**src/hw/flsr_pkg.sv**
```systemverilog
// shared constants of the fuse, lock and signature readback block
package flsr_pkg;
    // wishbone byte offsets
    localparam logic [7:0] ADR_CTRL      = 8'h00;
    localparam logic [7:0] ADR_IRQ_STAT  = 8'h04;
    localparam logic [7:0] ADR_IRQ_MASK  = 8'h08;
    localparam logic [7:0] ADR_OP_ADDR   = 8'h0C;
    // control/status bit positions
    localparam int CB_EN        = 0;
    localparam int CB_ERASE     = 1;
    localparam int CB_WRITE     = 2;
    localparam int CB_LOCKFUSE  = 3;
    localparam int CB_REEN      = 4;
    localparam int CB_SIG       = 5;
    localparam int CB_BUSY      = 6;
    // interrupt status bit positions
    localparam int IRQ_W        = 3;
    localparam int IRQ_DONE     = 0;
    localparam int IRQ_EXPIRE   = 1;
    localparam int IRQ_REFUSE   = 2;
    // pointer addresses of lock/fuse readout
    localparam logic [15:0] Z_FUSE_LOW  = 16'h0000;
    localparam logic [15:0] Z_LOCK      = 16'h0001;
    localparam logic [15:0] Z_FUSE_EXT  = 16'h0002;
    localparam logic [15:0] Z_FUSE_HIGH = 16'h0003;
    // pointer addresses of signature row
    localparam logic [15:0] Z_SIG1      = 16'h0000;
    localparam logic [15:0] Z_CAL       = 16'h0001;
    localparam logic [15:0] Z_SIG2      = 16'h0002;
    localparam logic [15:0] Z_SIG3      = 16'h0004;
    localparam logic [7:0]  RSVD_BYTE   = 8'hFF;
    localparam logic [7:0]  BLOCK_BYTE  = 8'hFF;
    // instruction windows in cpu cycles
    localparam logic [2:0]  LOAD_WINDOW  = 3'h3;
    localparam logic [2:0]  STORE_WINDOW = 3'h4;
    // flash operation timing
    localparam int CLK_PERIOD_NS = 4;
    localparam int PROG_MIN_NS   = 3_700_000;
    localparam int PROG_MAX_NS   = 4_500_000;
    localparam int PROG_MIN_CYC  = (PROG_MIN_NS + CLK_PERIOD_NS - 1) / CLK_PERIOD_NS;
    localparam int PROG_MAX_CYC  = PROG_MAX_NS / CLK_PERIOD_NS;
    localparam logic [31:0] ZERO_WORD = 32'h0000_0000;
endpackage : flsr_pkg

```
**src/hw/flsr_top.sv**
```systemverilog
// fuse, lock and signature readback with timed self-programming control
// How it works
// armed lock read returns lock bits
// software points at lock address first
// armed bits clear on completion or timeout
// unarmed load is ordinary flash read
// pointer zero returns low fuse byte
// pointer three returns high fuse byte
// pointer two returns extended fuse byte
// programmed reads zero, unprogrammed reads one
// armed signature read returns addressed byte
// signature bits clear on completion or timeout
// signature bytes at zero, two, four; calibration one
// flash write survives a reset
// flash operations timed 3.7 to 4.5 ms
// software polls enable clear before commands
// software waits eeprom idle, masks interrupts
// busy flag holds until read re-enable
// boot-only fetch, concurrent section blocked
// store within four cycles or abandoned
// expired request leaves no side effect
`timescale 1ns/100ps
module flsr_top
    import flsr_pkg::*;
#(
    parameter int          PROG_CYCLES = PROG_MIN_CYC,
    parameter logic [15:0] RWW_LIMIT   = 16'h1800,
    // identity bytes: values are arbitrary
    parameter logic [7:0]  SIG_BYTE1   = 8'h5A,
    parameter logic [7:0]  SIG_BYTE2   = 8'h3C,
    parameter logic [7:0]  SIG_BYTE3   = 8'h11
) (
    input  wire logic        CORE_CLK,
    input  wire logic        RST,
    input  wire logic [7:0]  WB_ADR_I,
    input  wire logic [31:0] WB_DAT_I,
    input  wire logic [3:0]  WB_SEL_I,
    input  wire logic        WB_WE_I,
    input  wire logic        WB_CYC_I,
    input  wire logic        WB_STB_I,
    output logic      [31:0] WB_DAT_O,
    output logic             WB_ACK_O,
    input  wire logic [15:0] Z_PTR,
    input  wire logic        LOAD_REQ,
    input  wire logic        STORE_REQ,
    input  wire logic [15:0] STORE_DATA,
    input  wire logic [7:0]  FLASH_RD_DATA,
    input  wire logic        EEPROM_WRITE_ACTIVE,
    input  wire logic [7:0]  LOCK_BITS,
    input  wire logic [7:0]  FUSE_LOW,
    input  wire logic [7:0]  FUSE_HIGH,
    input  wire logic [7:0]  FUSE_EXT,
    input  wire logic [7:0]  CAL_BYTE,
    output logic             LOAD_VALID,
    output logic      [7:0]  LOAD_DATA,
    output logic             LOAD_BLOCKED,
    output logic             ERASE_START,
    output logic             WRITE_START,
    output logic             LOCK_WRITE_START,
    output logic             BUFFER_LOAD,
    output logic             BUFFER_CLEAR,
    output logic      [15:0] OP_ADDR,
    output logic      [15:0] OP_DATA,
    output logic             FLASH_OP_BUSY,
    output logic             FETCH_BOOT_ONLY,
    output logic             IRQ
);

    localparam int TW = (PROG_CYCLES > 1) ? $clog2(PROG_CYCLES) : 1;

    if (PROG_CYCLES < 1 || PROG_CYCLES > PROG_MAX_CYC) begin : g_chk
        $error("PROG_CYCLES out of range");
    end

    typedef struct packed {
        logic                 en;
        logic                 erase;
        logic                 wr;
        logic                 lockfuse;
        logic                 reen;
        logic                 sig;
        logic                 busy_flag;
        logic [2:0]           lwin;
        logic [2:0]           swin;
        logic                 op_busy;
        logic [TW-1:0]        timer;
        logic [IRQ_W-1:0]     irq_st;
        logic [IRQ_W-1:0]     irq_mask;
        logic                 ack;
        logic [31:0]          rdata;
        logic                 ld_valid;
        logic                 ld_blocked;
        logic [7:0]           ld_data;
        logic                 erase_go;
        logic                 write_go;
        logic                 lock_go;
        logic                 buf_load;
        logic                 buf_clear;
        logic [15:0]          op_addr;
        logic [15:0]          op_data;
    } flsr_state_t;

    flsr_state_t s;
    flsr_state_t next_s;

    // lock and fuse byte selected by pointer
    function automatic logic [7:0] flsr_fuse_sel(
        input logic [15:0] z,
        input logic [7:0]  lock,
        input logic [7:0]  fl,
        input logic [7:0]  fh,
        input logic [7:0]  fe
    );
        logic [7:0] v;
        v = RSVD_BYTE;
        case (z)
            Z_FUSE_LOW:  v = fl;
            Z_LOCK:      v = lock;
            Z_FUSE_EXT:  v = fe;
            Z_FUSE_HIGH: v = fh;
            default:     v = RSVD_BYTE;
        endcase
        return v;
    endfunction : flsr_fuse_sel

    // signature row byte selected by pointer
    function automatic logic [7:0] flsr_sig_sel(
        input logic [15:0] z,
        input logic [7:0]  cal
    );
        logic [7:0] v;
        v = RSVD_BYTE;
        case (z)
            Z_SIG1:  v = SIG_BYTE1;
            Z_CAL:   v = cal;
            Z_SIG2:  v = SIG_BYTE2;
            Z_SIG3:  v = SIG_BYTE3;
            default: v = RSVD_BYTE;
        endcase
        return v;
    endfunction : flsr_sig_sel

    logic             bus_req;
    logic             wr_hit;
    logic             rd_hit;
    logic [IRQ_W-1:0] irq_ev;
    logic [IRQ_W-1:0] irq_clr;
    logic             read_armed;
    logic             load_take;
    logic             store_take;
    logic             arm_ok;
    logic             win_open;

    always_comb begin
        next_s = s;
        irq_ev = '0;
        irq_clr = '0;
        arm_ok = 1'b0;
        next_s.ack = 1'b0;
        next_s.ld_valid = 1'b0;
        next_s.ld_blocked = 1'b0;
        next_s.erase_go = 1'b0;
        next_s.write_go = 1'b0;
        next_s.lock_go = 1'b0;
        next_s.buf_load = 1'b0;
        next_s.buf_clear = 1'b0;

        bus_req = WB_CYC_I & WB_STB_I & ~s.ack;
        wr_hit = bus_req & WB_WE_I & WB_SEL_I[0];
        rd_hit = bus_req & ~WB_WE_I;
        read_armed = s.en & (s.lockfuse | s.sig) & ~s.op_busy;
        win_open = (s.lwin != 3'h0) | (s.swin != 3'h0);
        load_take = LOAD_REQ & read_armed & (s.lwin != 3'h0);
        store_take = STORE_REQ & s.en & ~s.op_busy & (s.swin != 3'h0);

        // window countdown
        if (s.lwin != 3'h0) begin
            next_s.lwin = s.lwin - 3'h1;
        end
        if (s.swin != 3'h0) begin
            next_s.swin = s.swin - 3'h1;
        end

        // expiry clears armed bits
        // signature timeout clears bits
        // expiry has no side effect
        if (win_open && !load_take && !store_take && !s.op_busy
            && next_s.lwin == 3'h0 && next_s.swin == 3'h0) begin
            next_s.en = 1'b0;
            next_s.erase = 1'b0;
            next_s.wr = 1'b0;
            next_s.lockfuse = 1'b0;
            next_s.reen = 1'b0;
            next_s.sig = 1'b0;
            irq_ev[IRQ_EXPIRE] = 1'b1;
        end

        if (load_take) begin
            next_s.ld_valid = 1'b1;
            // raw bits, programmed is zero
            if (s.sig) begin
                // signature byte readout
                // signature row addressing
                next_s.ld_data = flsr_sig_sel(Z_PTR, CAL_BYTE);
            end else begin
                // lock and fuse readout
                // pointer preloaded by software
                next_s.ld_data = flsr_fuse_sel(Z_PTR, LOCK_BITS,
                                               FUSE_LOW, FUSE_HIGH, FUSE_EXT);
            end
            // clear after readout
            next_s.en = 1'b0;
            next_s.lockfuse = 1'b0;
            next_s.sig = 1'b0;
            next_s.lwin = 3'h0;
            next_s.swin = 3'h0;
        end else if (LOAD_REQ) begin
            next_s.ld_valid = 1'b1;
            // concurrent section read blocked
            if (s.busy_flag && Z_PTR < RWW_LIMIT) begin
                next_s.ld_blocked = 1'b1;
                next_s.ld_data = BLOCK_BYTE;
            end else begin
                // ordinary flash byte read
                next_s.ld_data = FLASH_RD_DATA;
            end
        end

        // store only inside its window
        if (store_take) begin
            next_s.lwin = 3'h0;
            next_s.swin = 3'h0;
            next_s.op_addr = Z_PTR;
            next_s.op_data = STORE_DATA;
            if (s.erase || s.wr || s.lockfuse) begin
                // start timed operation
                next_s.op_busy = 1'b1;
                next_s.timer = TW'(PROG_CYCLES - 1);
                next_s.erase_go = s.erase;
                next_s.write_go = s.wr & ~s.erase;
                next_s.lock_go = s.lockfuse & ~s.erase & ~s.wr;
                // busy set by erase or write
                if (s.erase || s.wr) begin
                    next_s.busy_flag = 1'b1;
                end
            end else begin
                if (s.reen) begin
                    // re-enable clears busy flag
                    next_s.busy_flag = 1'b0;
                    next_s.buf_clear = 1'b1;
                end else begin
                    next_s.buf_load = 1'b1;
                end
                next_s.en = 1'b0;
                next_s.reen = 1'b0;
            end
        end

        // operation length countdown
        if (s.op_busy) begin
            if (s.timer == '0) begin
                next_s.op_busy = 1'b0;
                next_s.en = 1'b0;
                next_s.erase = 1'b0;
                next_s.wr = 1'b0;
                next_s.lockfuse = 1'b0;
                irq_ev[IRQ_DONE] = 1'b1;
            end else begin
                next_s.timer = s.timer - TW'(1);
            end
        end

        // register writes
        if (wr_hit) begin
            case (WB_ADR_I)
                ADR_CTRL: begin
                    if (WB_DAT_I[CB_EN]) begin
                        // refused while enable set or eeprom writes
                        arm_ok = ~s.en & ~EEPROM_WRITE_ACTIVE;
                        if (arm_ok) begin
                            next_s.en = 1'b1;
                            next_s.erase = WB_DAT_I[CB_ERASE];
                            next_s.wr = WB_DAT_I[CB_WRITE];
                            next_s.lockfuse = WB_DAT_I[CB_LOCKFUSE];
                            next_s.reen = WB_DAT_I[CB_REEN];
                            next_s.sig = WB_DAT_I[CB_SIG];
                            next_s.lwin = (WB_DAT_I[CB_LOCKFUSE] | WB_DAT_I[CB_SIG])
                                          ? LOAD_WINDOW : 3'h0;
                            next_s.swin = WB_DAT_I[CB_SIG] ? 3'h0 : STORE_WINDOW;
                        end else begin
                            irq_ev[IRQ_REFUSE] = 1'b1;
                        end
                    end
                end
                ADR_IRQ_STAT: irq_clr = WB_DAT_I[IRQ_W-1:0];
                ADR_IRQ_MASK: next_s.irq_mask = WB_DAT_I[IRQ_W-1:0];
                default: ;
            endcase
        end
        next_s.irq_st = (s.irq_st & ~irq_clr) | irq_ev;

        if (bus_req) begin
            next_s.ack = 1'b1;
            next_s.rdata = ZERO_WORD;
            if (rd_hit) begin
                case (WB_ADR_I)
                    ADR_CTRL: begin
                        next_s.rdata[CB_EN] = s.en;
                        next_s.rdata[CB_ERASE] = s.erase;
                        next_s.rdata[CB_WRITE] = s.wr;
                        next_s.rdata[CB_LOCKFUSE] = s.lockfuse;
                        next_s.rdata[CB_REEN] = s.reen;
                        next_s.rdata[CB_SIG] = s.sig;
                        next_s.rdata[CB_BUSY] = s.busy_flag;
                    end
                    ADR_IRQ_STAT: next_s.rdata[IRQ_W-1:0] = s.irq_st;
                    ADR_IRQ_MASK: next_s.rdata[IRQ_W-1:0] = s.irq_mask;
                    ADR_OP_ADDR:  next_s.rdata[15:0] = s.op_addr;
                    default:      next_s.rdata = ZERO_WORD;
                endcase
            end
        end

        // running operation survives reset
        if (RST) begin
            if (s.op_busy) begin
                next_s = '{
                    en: next_s.en, erase: next_s.erase, wr: next_s.wr,
                    lockfuse: next_s.lockfuse, reen: 1'b0, sig: 1'b0,
                    busy_flag: next_s.busy_flag, lwin: 3'h0, swin: 3'h0,
                    op_busy: next_s.op_busy, timer: next_s.timer,
                    irq_st: '0, irq_mask: '0, ack: 1'b0, rdata: ZERO_WORD,
                    ld_valid: 1'b0, ld_blocked: 1'b0, ld_data: 8'h00,
                    erase_go: 1'b0, write_go: 1'b0, lock_go: 1'b0,
                    buf_load: 1'b0, buf_clear: 1'b0,
                    op_addr: s.op_addr, op_data: s.op_data
                };
            end else begin
                next_s = '0;
            end
        end
    end

    always_ff @(posedge CORE_CLK) begin
        s <= next_s;
    end

    assign WB_DAT_O = s.rdata;
    assign WB_ACK_O = s.ack;
    assign LOAD_VALID = s.ld_valid;
    assign LOAD_DATA = s.ld_data;
    assign LOAD_BLOCKED = s.ld_blocked;
    assign ERASE_START = s.erase_go;
    assign WRITE_START = s.write_go;
    assign LOCK_WRITE_START = s.lock_go;
    assign BUFFER_LOAD = s.buf_load;
    assign BUFFER_CLEAR = s.buf_clear;
    assign OP_ADDR = s.op_addr;
    assign OP_DATA = s.op_data;
    assign FLASH_OP_BUSY = s.op_busy;
    // fetch restricted during erase or write
    assign FETCH_BOOT_ONLY = s.op_busy & (s.erase | s.wr);
    assign IRQ = |(s.irq_st & s.irq_mask);

endmodule : flsr_top

```
**config.mk**
```make
export PLATFORM = sky130hd
export DESIGN_NAME = flsr_top
export DESIGN_NICKNAME = d
export VERILOG_FILES = /design/src/hw/flsr_pkg.sv /design/src/hw/flsr_top.sv
export SDC_FILE = /design/constraint.sdc
export NUM_CORES = 1
export LEC_CHECK = 0
export BUFFER_PORTS_ARGS = -buffer_cell sky130_fd_sc_hd__clkbuf_2
export CORE_MARGIN = 2
export CORE_UTILIZATION = 46
export CTS_BUF_LIST = sky130_fd_sc_hd__clkbuf_8
export DETAILED_ROUTE_END_ITERATION = 12
export PLACE_DENSITY_LB_ADDON = 0.3
export SETUP_SLACK_MARGIN = 0.3
export SYNTH_ARGS = -nofsm -noshare
export SYNTH_HDL_FRONTEND = slang
export SYNTH_SLANG_ARGS = --single-unit
```
**constraint.sdc**
```tcl
create_clock -name CORE_CLK -period 2.45 [get_ports CORE_CLK]
set_clock_uncertainty 0.15 [all_clocks]
set_input_delay 0 -clock CORE_CLK [delete_from_list [all_inputs] [get_ports CORE_CLK]]
set_output_delay 0 -clock CORE_CLK [all_outputs]
set_load 0.01 [all_outputs]
```
* Word-level counts from Yosys, hierarchy flattened
Index checks and enable logic that the tools add are counted.
Operators by class: equal/unequal tests 8, mux-type cells 63, add/subtract/negate cells 3, bitwise logic cells 32, reductions and logical operators 26, magnitude comparators 1
Operators by type and width (count):
- two-way mux 120 bit | 2
- case mux 8 bit (4 select lines) | 2
- two-way mux 6 bit | 10
- two-way mux 21 bit | 2
- two-way mux 37 bit | 1
- two-way mux 33 bit | 1
- equality test 16 x 2 -> 1 bit (second input constant) | 2
- two-way mux 28 bit | 1
- two-way mux 3 bit | 8
- two-way mux 8 bit | 3
- two-way mux 1 bit | 23
- zero test 20 bit | 1
- two-way mux 20 bit | 1
- subtractor 20 x 1 -> 20 bit (second input constant) | 1
- AND 1 bit | 17
- equality test 16 x 1 -> 1 bit (second input constant) | 1
- equality test 16 x 3 -> 1 bit (second input constant) | 1
- equality test 8 x 4 -> 1 bit (second input constant) | 2
- zero test 16 bit | 1
- less-than comparator 16 x 13 -> 1 bit (second input constant) | 1
- two-way mux 16 bit | 1
- case mux 3 bit (4 select lines) | 1
- two-way mux 10 bit | 1
- two-way mux 9 bit | 1
- other kinds (20) | 48
Word-level totals: bits of input ports 132, bits in registers 120, word-level logic and storage cells 158, output and inout bits 83

* Longest topological paths before layout
Gate-level depths: netlist (run 1).
depth in word-level cells 23, gate-level depth with buffers 9, depth with buffers taken out 9

* Worst setup path before layout (run 1)
OpenSTA, ideal clock, no wires.
kind reg2reg, start point register s[107] (netlist name), end point register s, in the netlist OP_ADDR[0], enable pin, slack 0.098 ns, setup time 0.389 ns, path buffers 0, cell stages (with the launch flop) 6, data arrival time 1.812 ns, data required time 1.911 ns, period minus slack after synthesis 2.352 ns, path through dfxtp_1 > inv_1 > ha_1 > ha_1 > nand4bb_1 > nand2_1
Between the ends: cells in the longest elaborated chain, start to end 4
RTL lines:
- start: declaration | line flsr_top.sv:103 | flsr_state_t s;
- start signal: assignment | line flsr_top.sv:345 | s <= next_s;
- nonzero test 3 bit | line flsr_top.sv:174 | store_take = STORE_REQ & s.en & ~s.op_busy & (s.swin != 3'h0);
- AND 1 bit | line flsr_top.sv:174
- nonzero test 2 bit (no source line)
- AND reduction 2 bit (no source line)
No other way between the ends. A chain may end at the register's enable or synchronous reset.

==> results of run 1 <==
-- path summary, 6_finish.rpt --
kind | startpoint | end | cells past startpoint
min reg2reg | s[85] | s[85] | 2
max | s[110] | s[118] | 9
max reg2reg | s[110] | s[118] | 9
min | RST | LOAD_VALID | 2
-- area by class of cell --
class | count | share of cell area [%]
inverter | 16 | 0.8269
clock inverter | 7 | 1.171
sequential | 104 | 36.86
multi-input combinational | 361 | 34.71
clock buffer | 9 | 1.705
tap | 168 | 2.894
timing repair buffer | 245 | 21.83
-- cells in the final DEF (no fill, tap or decap), drive strengths merged, types with 3 or more instances in the layout --
cell type    netlist  routed
clkbuf            17     178
edfxtp            59      59
dlygate4sd3        0      56
nor2              49      49
dfxtp             45      45
and2              43      43
nand2             23      23
a21oi             22      22
buf               76      20
inv               16      20
nand3             17      17
o21ai             17      17
conb               1      16
nand2b            11      11
nor3              11      11
mux2i             10      10
o22ai             10      10
nor4              10      10
xnor2              9       9
nand4              9       9
nor2b              8       8
ha                 8       8
mux4               7       7
and3               6       6
a22oi              6       6
xor2               5       5
nand3b             5       5
a211oi             5       5
a21o               4       4
o221a              4       4
o21a               4       4
or2                4       4
and4               4       4
or4                4       4
nand4bb            3       3
nand4b             3       3
o32ai              3       3
and4bb             3       3
-- power breakdown --
part           leakage, nW  total, W  internal (W)  switching [W]
Combinational         2.02  0.000861      0.000444       0.000417
Clock                0.100   0.00113      0.000494       0.000633
Sequential           0.981   0.00197       0.00193      0.0000422
-- layer usage --
layer  GRT usage (%)  routed length, um
met4           7.871                317
met1           28.28               6278
met2           35.09               6936
met3           3.975               1017
met5               0                  0
-- critical path, cell delays in order, from the launching register on --
cell and delay (ps):
dfxtp_2 360, inv_2 50, ha_4 160, ha_4 160, a2111o_1 410, nor4_2 260
nand4_1 140, buf_6 160, nand4_1 80, a21oi_1 90
-- metrics by stage --
stage	utilization, %	instance area, um2	setup WS [ps]	instances
after global routing	60.22	7263	190.5	910
after floorplan	-	5803	303.9	574
after global placement	52.50	6332	189.6	830
after detailed placement	52.50	6332	147.1	830
after CTS	59.07	7124	291.8	903
final	60.22	7263	305.5	910
-- state kept, by name, summed over array words and instances, names as in the netlist --
register / count
LOAD_DATA: 8
WRITE_START: 1
ERASE_START: 1
LOAD_BLOCKED: 1
FLASH_OP_BUSY: 1
BUFFER_LOAD: 1
WB_ACK_O: 1
WB_DAT_O: 16
OP_ADDR: 16
s: 39
BUFFER_CLEAR: 1
LOAD_VALID: 1
LOCK_WRITE_START: 1
OP_DATA: 16
-- kinds of logic (layout without fill, tap and decap cells) --
logic type      count (synthesis)  in the layout  synth area share (%)
simple gates                  219            219                 22.35
buf+inv                       109            277                 11.93
flops                         104            104                 46.75
compound gates                 86             86                 10.31
mux                            18             18                 4.706
xor+xnor                       14             14                 2.145
fa+ha+maj                       8              8                 1.751
other cells                     1             16               0.06560
-- timing repair --
action / 4_1_cts / 5_1_grt
hold endpoints to repair: 73 / 0
endpoints found under the setup margin: 41 / 91
resized for setup: 4 / 26
cloned: 0 / 0
hold buffers: 56 / 0
pin swaps: 2 / 14
setup buffers: 1 / 7
==> impl_metrics.json, run 1 <==
{
  "rsz_0062_raised_after_global_routing": "yes",
  "synth.lib_cells_used.distinct": 65,
  "finalNetCount": 877,
  "multiInputGateArea_mm2": 0.002521,
  "timing.reg2reg.setup_slack_ps": 310,
  "cap_violations": 0,
  "clock_sinks": 104,
  "numPortBuffers": 169,
  "hold_viol": 0,
  "required_ps": 2540,
  "total_leakage_power_nw": 3.104,
  "register_area_mm2": 0.002678,
  "cts.root.buffer_cell": "clkbuf_8",
  "floorplan.die_area_mm2": 0.01334,
  "setup_viol": 0,
  "holdCritPathClass": "in2reg",
  "grt_pass1_wl_um": 22140,
  "vdd_ir_drop_max_mv": 0.2419,
  "postSynthCellCount": 559,
  "cts_buffers": 9,
  "drcViolationCount": 0,
  "grt_max_degree": 33,
  "power.density_mw_per_mm2": 545.2,
  "synth.area.top_cells": "edfxtp_1 31%, dfxtp_1 16%, buf_4 9.5%",
  "initial_core_util_pct": 47.40,
  "post-synth-top-area-cell": "edfxtp_1",
  "layout_cells_sized_above_1_pct": 35.44,
  "antenna_violating_nets_post_route": 0,
  "number_of_enable_type_register_cells_in_the_synthesized_netlist": 59,
  "top_level_ports": 215,
  "worstSetupEndpointType": "flop",
  "route.vias.total": 4720,
  "cts_tree": "yes",
  "place_congestion": 0.9104,
  "synth.cells.most_frequent": "72 x buf_4, 59 x edfxtp_1, 48 x nor2_1",
  "cts.clk_slew.worst_paths_ps": 100,
  "synth.ff_latch_count": 104,
  "hpwl_um": 10460,
  "dieHeight_um": 115.5,
  "final_period_minus_worst_setup_slack_ps": 2144,
  "global_route.overflow_total": 0,
  "vias_per_cell": 5.187,
  "avgRoutedWirePerCell_um": 15.99,
  "max-clock-path-buffers": 2,
  "criticalPathCategory": "reg2reg",
  "final.fill_count": 998,
  "grt_antenna_before_repair": 0,
  "wirelength_um": 14550,
  "syn_area_mm2": 0.005717,
  "final-max-slew-violation-count": 0,
  "initialDrtViolationCount": 490,
  "critical_path_arrival_ps": 2240,
  "synthToLayoutAreaGrowth_pct": 27.05,
  "run_status": "completed",
  "synth_top_flop_cell": "edfxtp_1",
  "synthMostInstantiatedCell": "buf_4",
  "drt-pass1-iter-count": 5,
  "area_fraction_of_the_dominant_cell_type_after_synthesis_pct": 30.99,
  "path_max_fanout": 7,
  "critPathLaunchType": "flop",
  "yosysWarnings": 0,
  "count_of_standard_cell_rows": 40,
  "min_period_over_period_pct": 87.53,
  "htreeDepth": 3,
  "sequential_to_total_area_share_from_yosys_stat_pct": 46.75,
  "via_count_of_the_first_global_routing_pass": 4486,
  "die_w_um": 115.5,
  "synthesis.area_per_instance_um2": 10.23,
  "setup-tns-final_ps": 0,
  "fmaxAchievable_mhz": 466.3,
  "power.total_w": 0.003960,
  "antennaDiodeCount": 0,
  "core_area_mm2": 0.01206,
  "async_flop_share_pct": 0,
  "fin_worst_hold_slack_ps": 28.27,
  "tot_gr_track_use_pct": 21.36,
  "worst_skew_pair.late_latency_ps": 370
}
No activity file was read; power rests on OpenSTA's default activity.
==> inputs of run 2 (changes only) <==
Settings changed: REMOVE_ABC_BUFFERS set to 1.
Clock period 2.45 ns to 1.8 ns, I/O delays scaled along.
==> impl_metrics.json, run 2 (synthesis results as in run 1) <==
{
  "run_status": "complete, but fails checks",
  "failed_checks": "negative hold slack, negative setup slack",
  "worstPathCellList": "inv_2, ha_4, ha_4, buf_6, and4bb_2, nand2_2, or2_4, a41o_1, o22ai_1",
  "multiInputGateArea_mm2": 0.003000,
  "initialDrtViolationCount": 340,
  "drt-pass1-iter-count": 5,
  "wirelength_um": 16910,
  "cts.hold.buffers_added": 56,
  "register_area_mm2": 0.002684,
  "grt_antenna_before_repair": 0,
  "cp.buffers_inverters": 2,
  "final-max-slew-violation-count": 0,
  "fin_worst_hold_slack_ps": -62.05,
  "place_congestion": 0.8607,
  "cp-startpoint": "s[111]",
  "count_of_standard_cell_rows": 40,
  "dieHeight_um": 115.5,
  "worst_skew_pair.late_latency_ps": 380,
  "worstSetupEndpointType": "flop",
  "tot_gr_track_use_pct": 24.10,
  "via_count_of_the_first_global_routing_pass": 4936,
  "critical_path.endpoint": "LOAD_DATA[3]",
  "fmaxAchievable_mhz": 469.5,
  "final_period_minus_worst_setup_slack_ps": 2130,
  "dp_cells": 882,
  "most_flop_heavy_register": "s",
  "htreeDepth": 3,
  "criticalPathCategory": "reg2reg",
  "finalNetCount": 935,
  "max-clock-path-buffers": 2,
  "route.vias.total": 5099,
  "vdd_ir_drop_max_mv": 0.5223,
  "antennaDiodeCount": 0,
  "timing.slew.headroom_pct": 64.75,
  "r2r.worst_path.cells": 9,
  "initial_core_util_pct": 47.40,
  "cts.clk_slew.worst_paths_ps": 110,
  "final_core_util_pct": 68.99,
  "core_area_mm2": 0.01206,
  "grt_max_degree": 33,
  "cp.depth": 9,
  "antenna_violating_nets_post_route": 0,
  "final.fill_count": 868,
  "final_cell_mix": "168 x clkbuf_2, 59 x edfxtp_1, 56 x dlygate4sd3_1",
  "r2r_start": "s[111]",
  "r2r-end": "LOAD_DATA[3]",
  "holdCritPathClass": "in2reg",
  "timing.critical_path.slowest_cell_delay_ps": 350,
  "layout_cells_sized_above_1_pct": 49.63,
  "vias_per_cell": 5.268,
  "path_max_fanout": 7,
  "required_ps": 1880,
  "avgRoutedWirePerCell_um": 17.47,
  "drcViolationCount": 0,
  "top_level_ports": 215,
  "cts.root.buffer_cell": "clkbuf_8",
  "power.density_mw_per_mm2": 683.3,
  "timing.reg2reg.setup_slack_ps": -330,
  "synthToLayoutAreaGrowth_pct": 45.57,
  "min_period_over_period_pct": 118.3,
  "cpMaxStageDelayCell": "dfxtp_2",
  "hpwl_um": 11100,
  "transition_time_of_the_tightest_slew_check_pin_ps": 524.7,
  "finalWorstSetupSlack_ps": -329.7,
  "cap_violations": 0,
  "cp_common_cell": "ha_4",
  "grt_pass1_wl_um": 24740,
  "numPortBuffers": 169,
  "setup_viol": 109,
  "final_cell_count_no_fill": 968,
  "cts_buffers": 9,
  "path_delay_family": "simple AND/OR/NAND/NOR gates",
  "hold_viol": 1,
  "rsz_0062_raised_after_global_routing": "yes",
  "layout.cells.most_common": "clkbuf_2",
  "clock_sinks": 104,
  "critPathLaunchType": "flop",
  "critical_path_arrival_ps": 2210,
  "largest_register_ff_count": 39,
  "floorplan.die_area_mm2": 0.01334,
  "die_w_um": 115.5,
  "global_route.overflow_total": 0,
  "total_leakage_power_nw": 3.573,
  "cts_tree": "yes"
}
## run 2: changes by cell type in the layout (fill, tap and decap cells not counted), sizes merged
cell | previous run | this run
bufinv | 1 | 0
clkinvlp | 2 | 1
clkbuf | 178 | 177
clkinv | 0 | 2
buf | 20 | 79
## run 2: metal layers
layer / GRT usage (%) / vias up / share of wire [%]
met3: 3.713 / 22 / 6.7
met5: 0 / - / 0
met4: 7.229 / 0 / 1.9
met2: 42.46 / 250 / 51
li1: - / 2399 / -
met1: 30.63 / 2428 / 40
## run 2: layout make-up
class | count | area share, %
tap | 168 | 2.526
clock inverter | 7 | 0.7518
inverter | 16 | 0.7217
sequential | 104 | 32.25
timing repair buffer | 303 | 26.21
multi-input combinational | 361 | 36.05
clock buffer | 9 | 1.489
## run 2: per-stage QoR
step	setup TNS, ps	setup WS (ps)	area [um2]	hold WS, ps	power, W
2_1_floorplan	-41970	-595.4	5151	-87.56	0.003226
3_3_place_gp	-30480	-446.8	6725	120.4	0.003789
3_5_place_dp	-34640	-514.6	6725	128.2	0.003823
4_1_cts	-8468	-301.8	7850	-89.95	0.005585
5_1_grt	-20350	-400.7	8322	-61.45	0.005907
6_report	-13020	-329.7	8322	-62.05	0.005686
## run 2: where the power goes
| group | internal (W) | leakage (nW) | switching (W) | total, W |
|---|---|---|---|---|
| combinational | 0.000858 | 2.50 | 0.000684 | 0.00154 |
| clock | 0.000536 | 0.0932 | 0.000920 | 0.00146 |
| sequential | 0.00263 | 0.983 | 0.0000607 | 0.00269 |
## run 2: what timing repair did
item                                    in CTS  in global routing
pin swaps                                   24                 35
gates cloned                                 3                  1
endpoints found under the hold margin       64                  1
resized for setup                           69                103
endpoints found under the setup margin     137                136
buffers inserted                             4                  6
## run 2: worst register-to-register path: cells and delay by family, from the launching register on
family          cells  cell delay (ps)
simple gates        3              650
flops               1              350
compound gates      2              350
fa+ha+maj           2              320
buf+inv             2              150
## run 2: worst min path at each step
| stage | endpoint | slack, ps | cells past startpoint | startpoint |
|---|---|---|---|---|
| 2_1_floorplan | s[111] | -90 | 1 | RST |
| 3_3_place_gp | s[115] | 120 | 3 | WB_DAT_I[4] |
| 3_5_place_dp | OP_DATA[15] | 130 | 2 | STORE_DATA[15] |
| 4_1_cts | WB_ACK_O | -90 | 4 | WB_STB_I |
| 5_1_grt | WB_ACK_O | -60 | 4 | WB_STB_I |
| 6_report | WB_ACK_O | -60 | 4 | WB_STB_I |
==> inputs of run 3 (changes only) <==
Settings changed: RECOVER_POWER set to 50.
==> impl_metrics.json, run 3 (synthesis results as in run 1) <==
{
  "worst_skew_pair.late_latency_ps": 380,
  "cts_buffers": 9,
  "place_congestion": 0.8607,
  "finalWorstSetupSlack_ps": -337.3,
  "drcViolationCount": 0,
  "layout_cells_sized_above_1_pct": 43.38,
  "timing.reg2reg.setup_slack_ps": -340,
  "cts.hold.buffers_added": 56,
  "setup-tns-final_ps": -12890,
  "final-max-slew-violation-count": 0,
  "placed_cell_area_mm2": 0.006725,
  "grt_max_degree": 33,
  "hold_depth": 4,
  "core_area_mm2": 0.01206,
  "max-clock-path-buffers": 2,
  "die_w_um": 115.5,
  "r2r-end": "LOAD_DATA[3]",
  "setup_viol": 109,
  "worstSetupEndpointType": "flop",
  "avgRoutedWirePerCell_um": 17.52,
  "hold_viol": 0,
  "numPortBuffers": 169,
  "antennaDiodeCount": 0,
  "most_flop_heavy_register": "s",
  "grt_antenna_before_repair": 0,
  "critPathLaunchType": "flop",
  "criticalPathCategory": "reg2reg",
  "finalNetCount": 935,
  "route.vias.total": 5092,
  "final_period_minus_worst_setup_slack_ps": 2137,
  "r2r_start": "s[111]",
  "run_status": "complete, but fails checks",
  "fmaxAchievable_mhz": 467.9,
  "rsz_0062_raised_after_global_routing": "yes",
  "transition_time_of_the_tightest_slew_check_pin_ps": 518.7,
  "grt_pass1_wl_um": 24740,
  "power.density_mw_per_mm2": 686.7,
  "cap_violations": 0,
  "min_period_over_period_pct": 118.7,
  "initialDrtViolationCount": 334,
  "count_of_standard_cell_rows": 40,
  "final_cell_mix": "119 x clkbuf_2, 59 x edfxtp_1, 56 x dlygate4sd3_1",
  "required_ps": 1880,
  "cts.clk_slew.worst_paths_ps": 110,
  "synthToLayoutAreaGrowth_pct": 44.36,
  "dieHeight_um": 115.5,
  "post-route-cell-area_mm2": 0.008253,
  "r2r.worst_path.cells": 9,
  "timing.hold.worst.start": "STORE_REQ",
  "clock_sinks": 104,
  "vdd_ir_drop_max_mv": 0.5218,
  "holdCritPathClass": "in2reg",
  "total_leakage_power_nw": 3.412,
  "drt-pass1-iter-count": 5,
  "cts_tree": "yes",
  "final.fill_count": 902,
  "top_level_ports": 215,
  "via_count_of_the_first_global_routing_pass": 4936,
  "layout.cells.most_common": "clkbuf_2",
  "vias_per_cell": 5.260,
  "largest_register_ff_count": 39,
  "critical_path_arrival_ps": 2220,
  "floorplan.die_area_mm2": 0.01334,
  "path_max_fanout": 7,
  "initial_core_util_pct": 47.40,
  "tot_gr_track_use_pct": 24.10,
  "worstHoldEndpoint": "BUFFER_CLEAR",
  "failed_checks": "negative setup slack",
  "cts.root.buffer_cell": "clkbuf_8",
  "global_route.overflow_total": 0,
  "antenna_violating_nets_post_route": 0,
  "timing.slew.headroom_pct": 65.35,
  "wirelength_um": 16960,
  "htreeDepth": 3,
  "hpwl_um": 11100
}
## run 3: changes by cell type in the layout (fill, tap and decap cells not counted), sizes merged
cell	change
buf	-1
clkbuf	+1
## run 3: final cells by class
type                            count  area, um2  area share, %
Tap cell                          168      210.2          2.547
Inverter                           16      60.06         0.7277
Sequential cell                   104       2684          32.52
Multi-Input combinational cell    361       3000          36.36
Clock inverter                      7      62.56         0.7580
Timing Repair Buffer              303       2112          25.59
Clock buffer                        9      123.9          1.501
## run 3: repair_timing
item,in CTS,in global routing
pin swaps,24,35
gates resized for setup,69,103
cloned,3,1
setup buffers,4,6
endpoints found under the setup margin,137,136
endpoints found under the hold margin,64,1
## run 3: power by group
group	internal [W]	total [W]	leakage [nW]	switching [W]
clock	0.000536	0.00145	0.0932	0.000914
combinational	0.000844	0.00153	2.34	0.000685
sequential	0.00263	0.00269	0.983	0.0000609
total	0.00401	0.00567	3.41	0.00166
## run 3: how the worst max path moves through the flow
stage | start | end | slack (ps) | depth (start not counted)
3_3_place_gp | s[110] | LOAD_DATA[3] | -450 | 9
6_report | s[111] | LOAD_DATA[3] | -340 | 9
5_1_grt | s[110] | s[118] | -400 | 9
4_1_cts | s[111] | LOAD_DATA[3] | -300 | 9
3_5_place_dp | s[110] | LOAD_DATA[3] | -510 | 9
2_1_floorplan | FLASH_OP_BUSY | OP_ADDR[0] | -600 | 2
## run 3: critical path, cell delays in order, from the launching register on
cell,delay [ps]
dfxtp_2,350
inv_2,40
ha_4,160
ha_4,160
buf_6,110
and4bb_2,300
nand2_2,70
or2_4,280
a41o_1,210
o22ai_1,140
## run 3: layer usage
layer / up-vias / GRT usage, % / share of wire [%]
met5: - / 0 / 0
met4: 0 / 7.229 / 1.9
met3: 24 / 3.713 / 5.9
met2: 226 / 42.46 / 52
met1: 2442 / 30.63 / 40
li1: 2400 / - / -
## run 3: stage by stage
step / instances / power, W / hold WS, ps / setup WS [ps] / util [%]
floorplan: 481 / 0.003226 / -87.56 / -595.4 / -
global placement: 882 / 0.003789 / 120.4 / -446.8 / 55.76
detailed placement: 882 / 0.003823 / 128.2 / -514.6 / 55.76
CTS: 961 / 0.005585 / -89.95 / -301.8 / 65.08
global route: 968 / 0.005892 / 26.06 / -400.7 / 68.42
finish: 968 / 0.005667 / 25.38 / -337.3 / 68.42
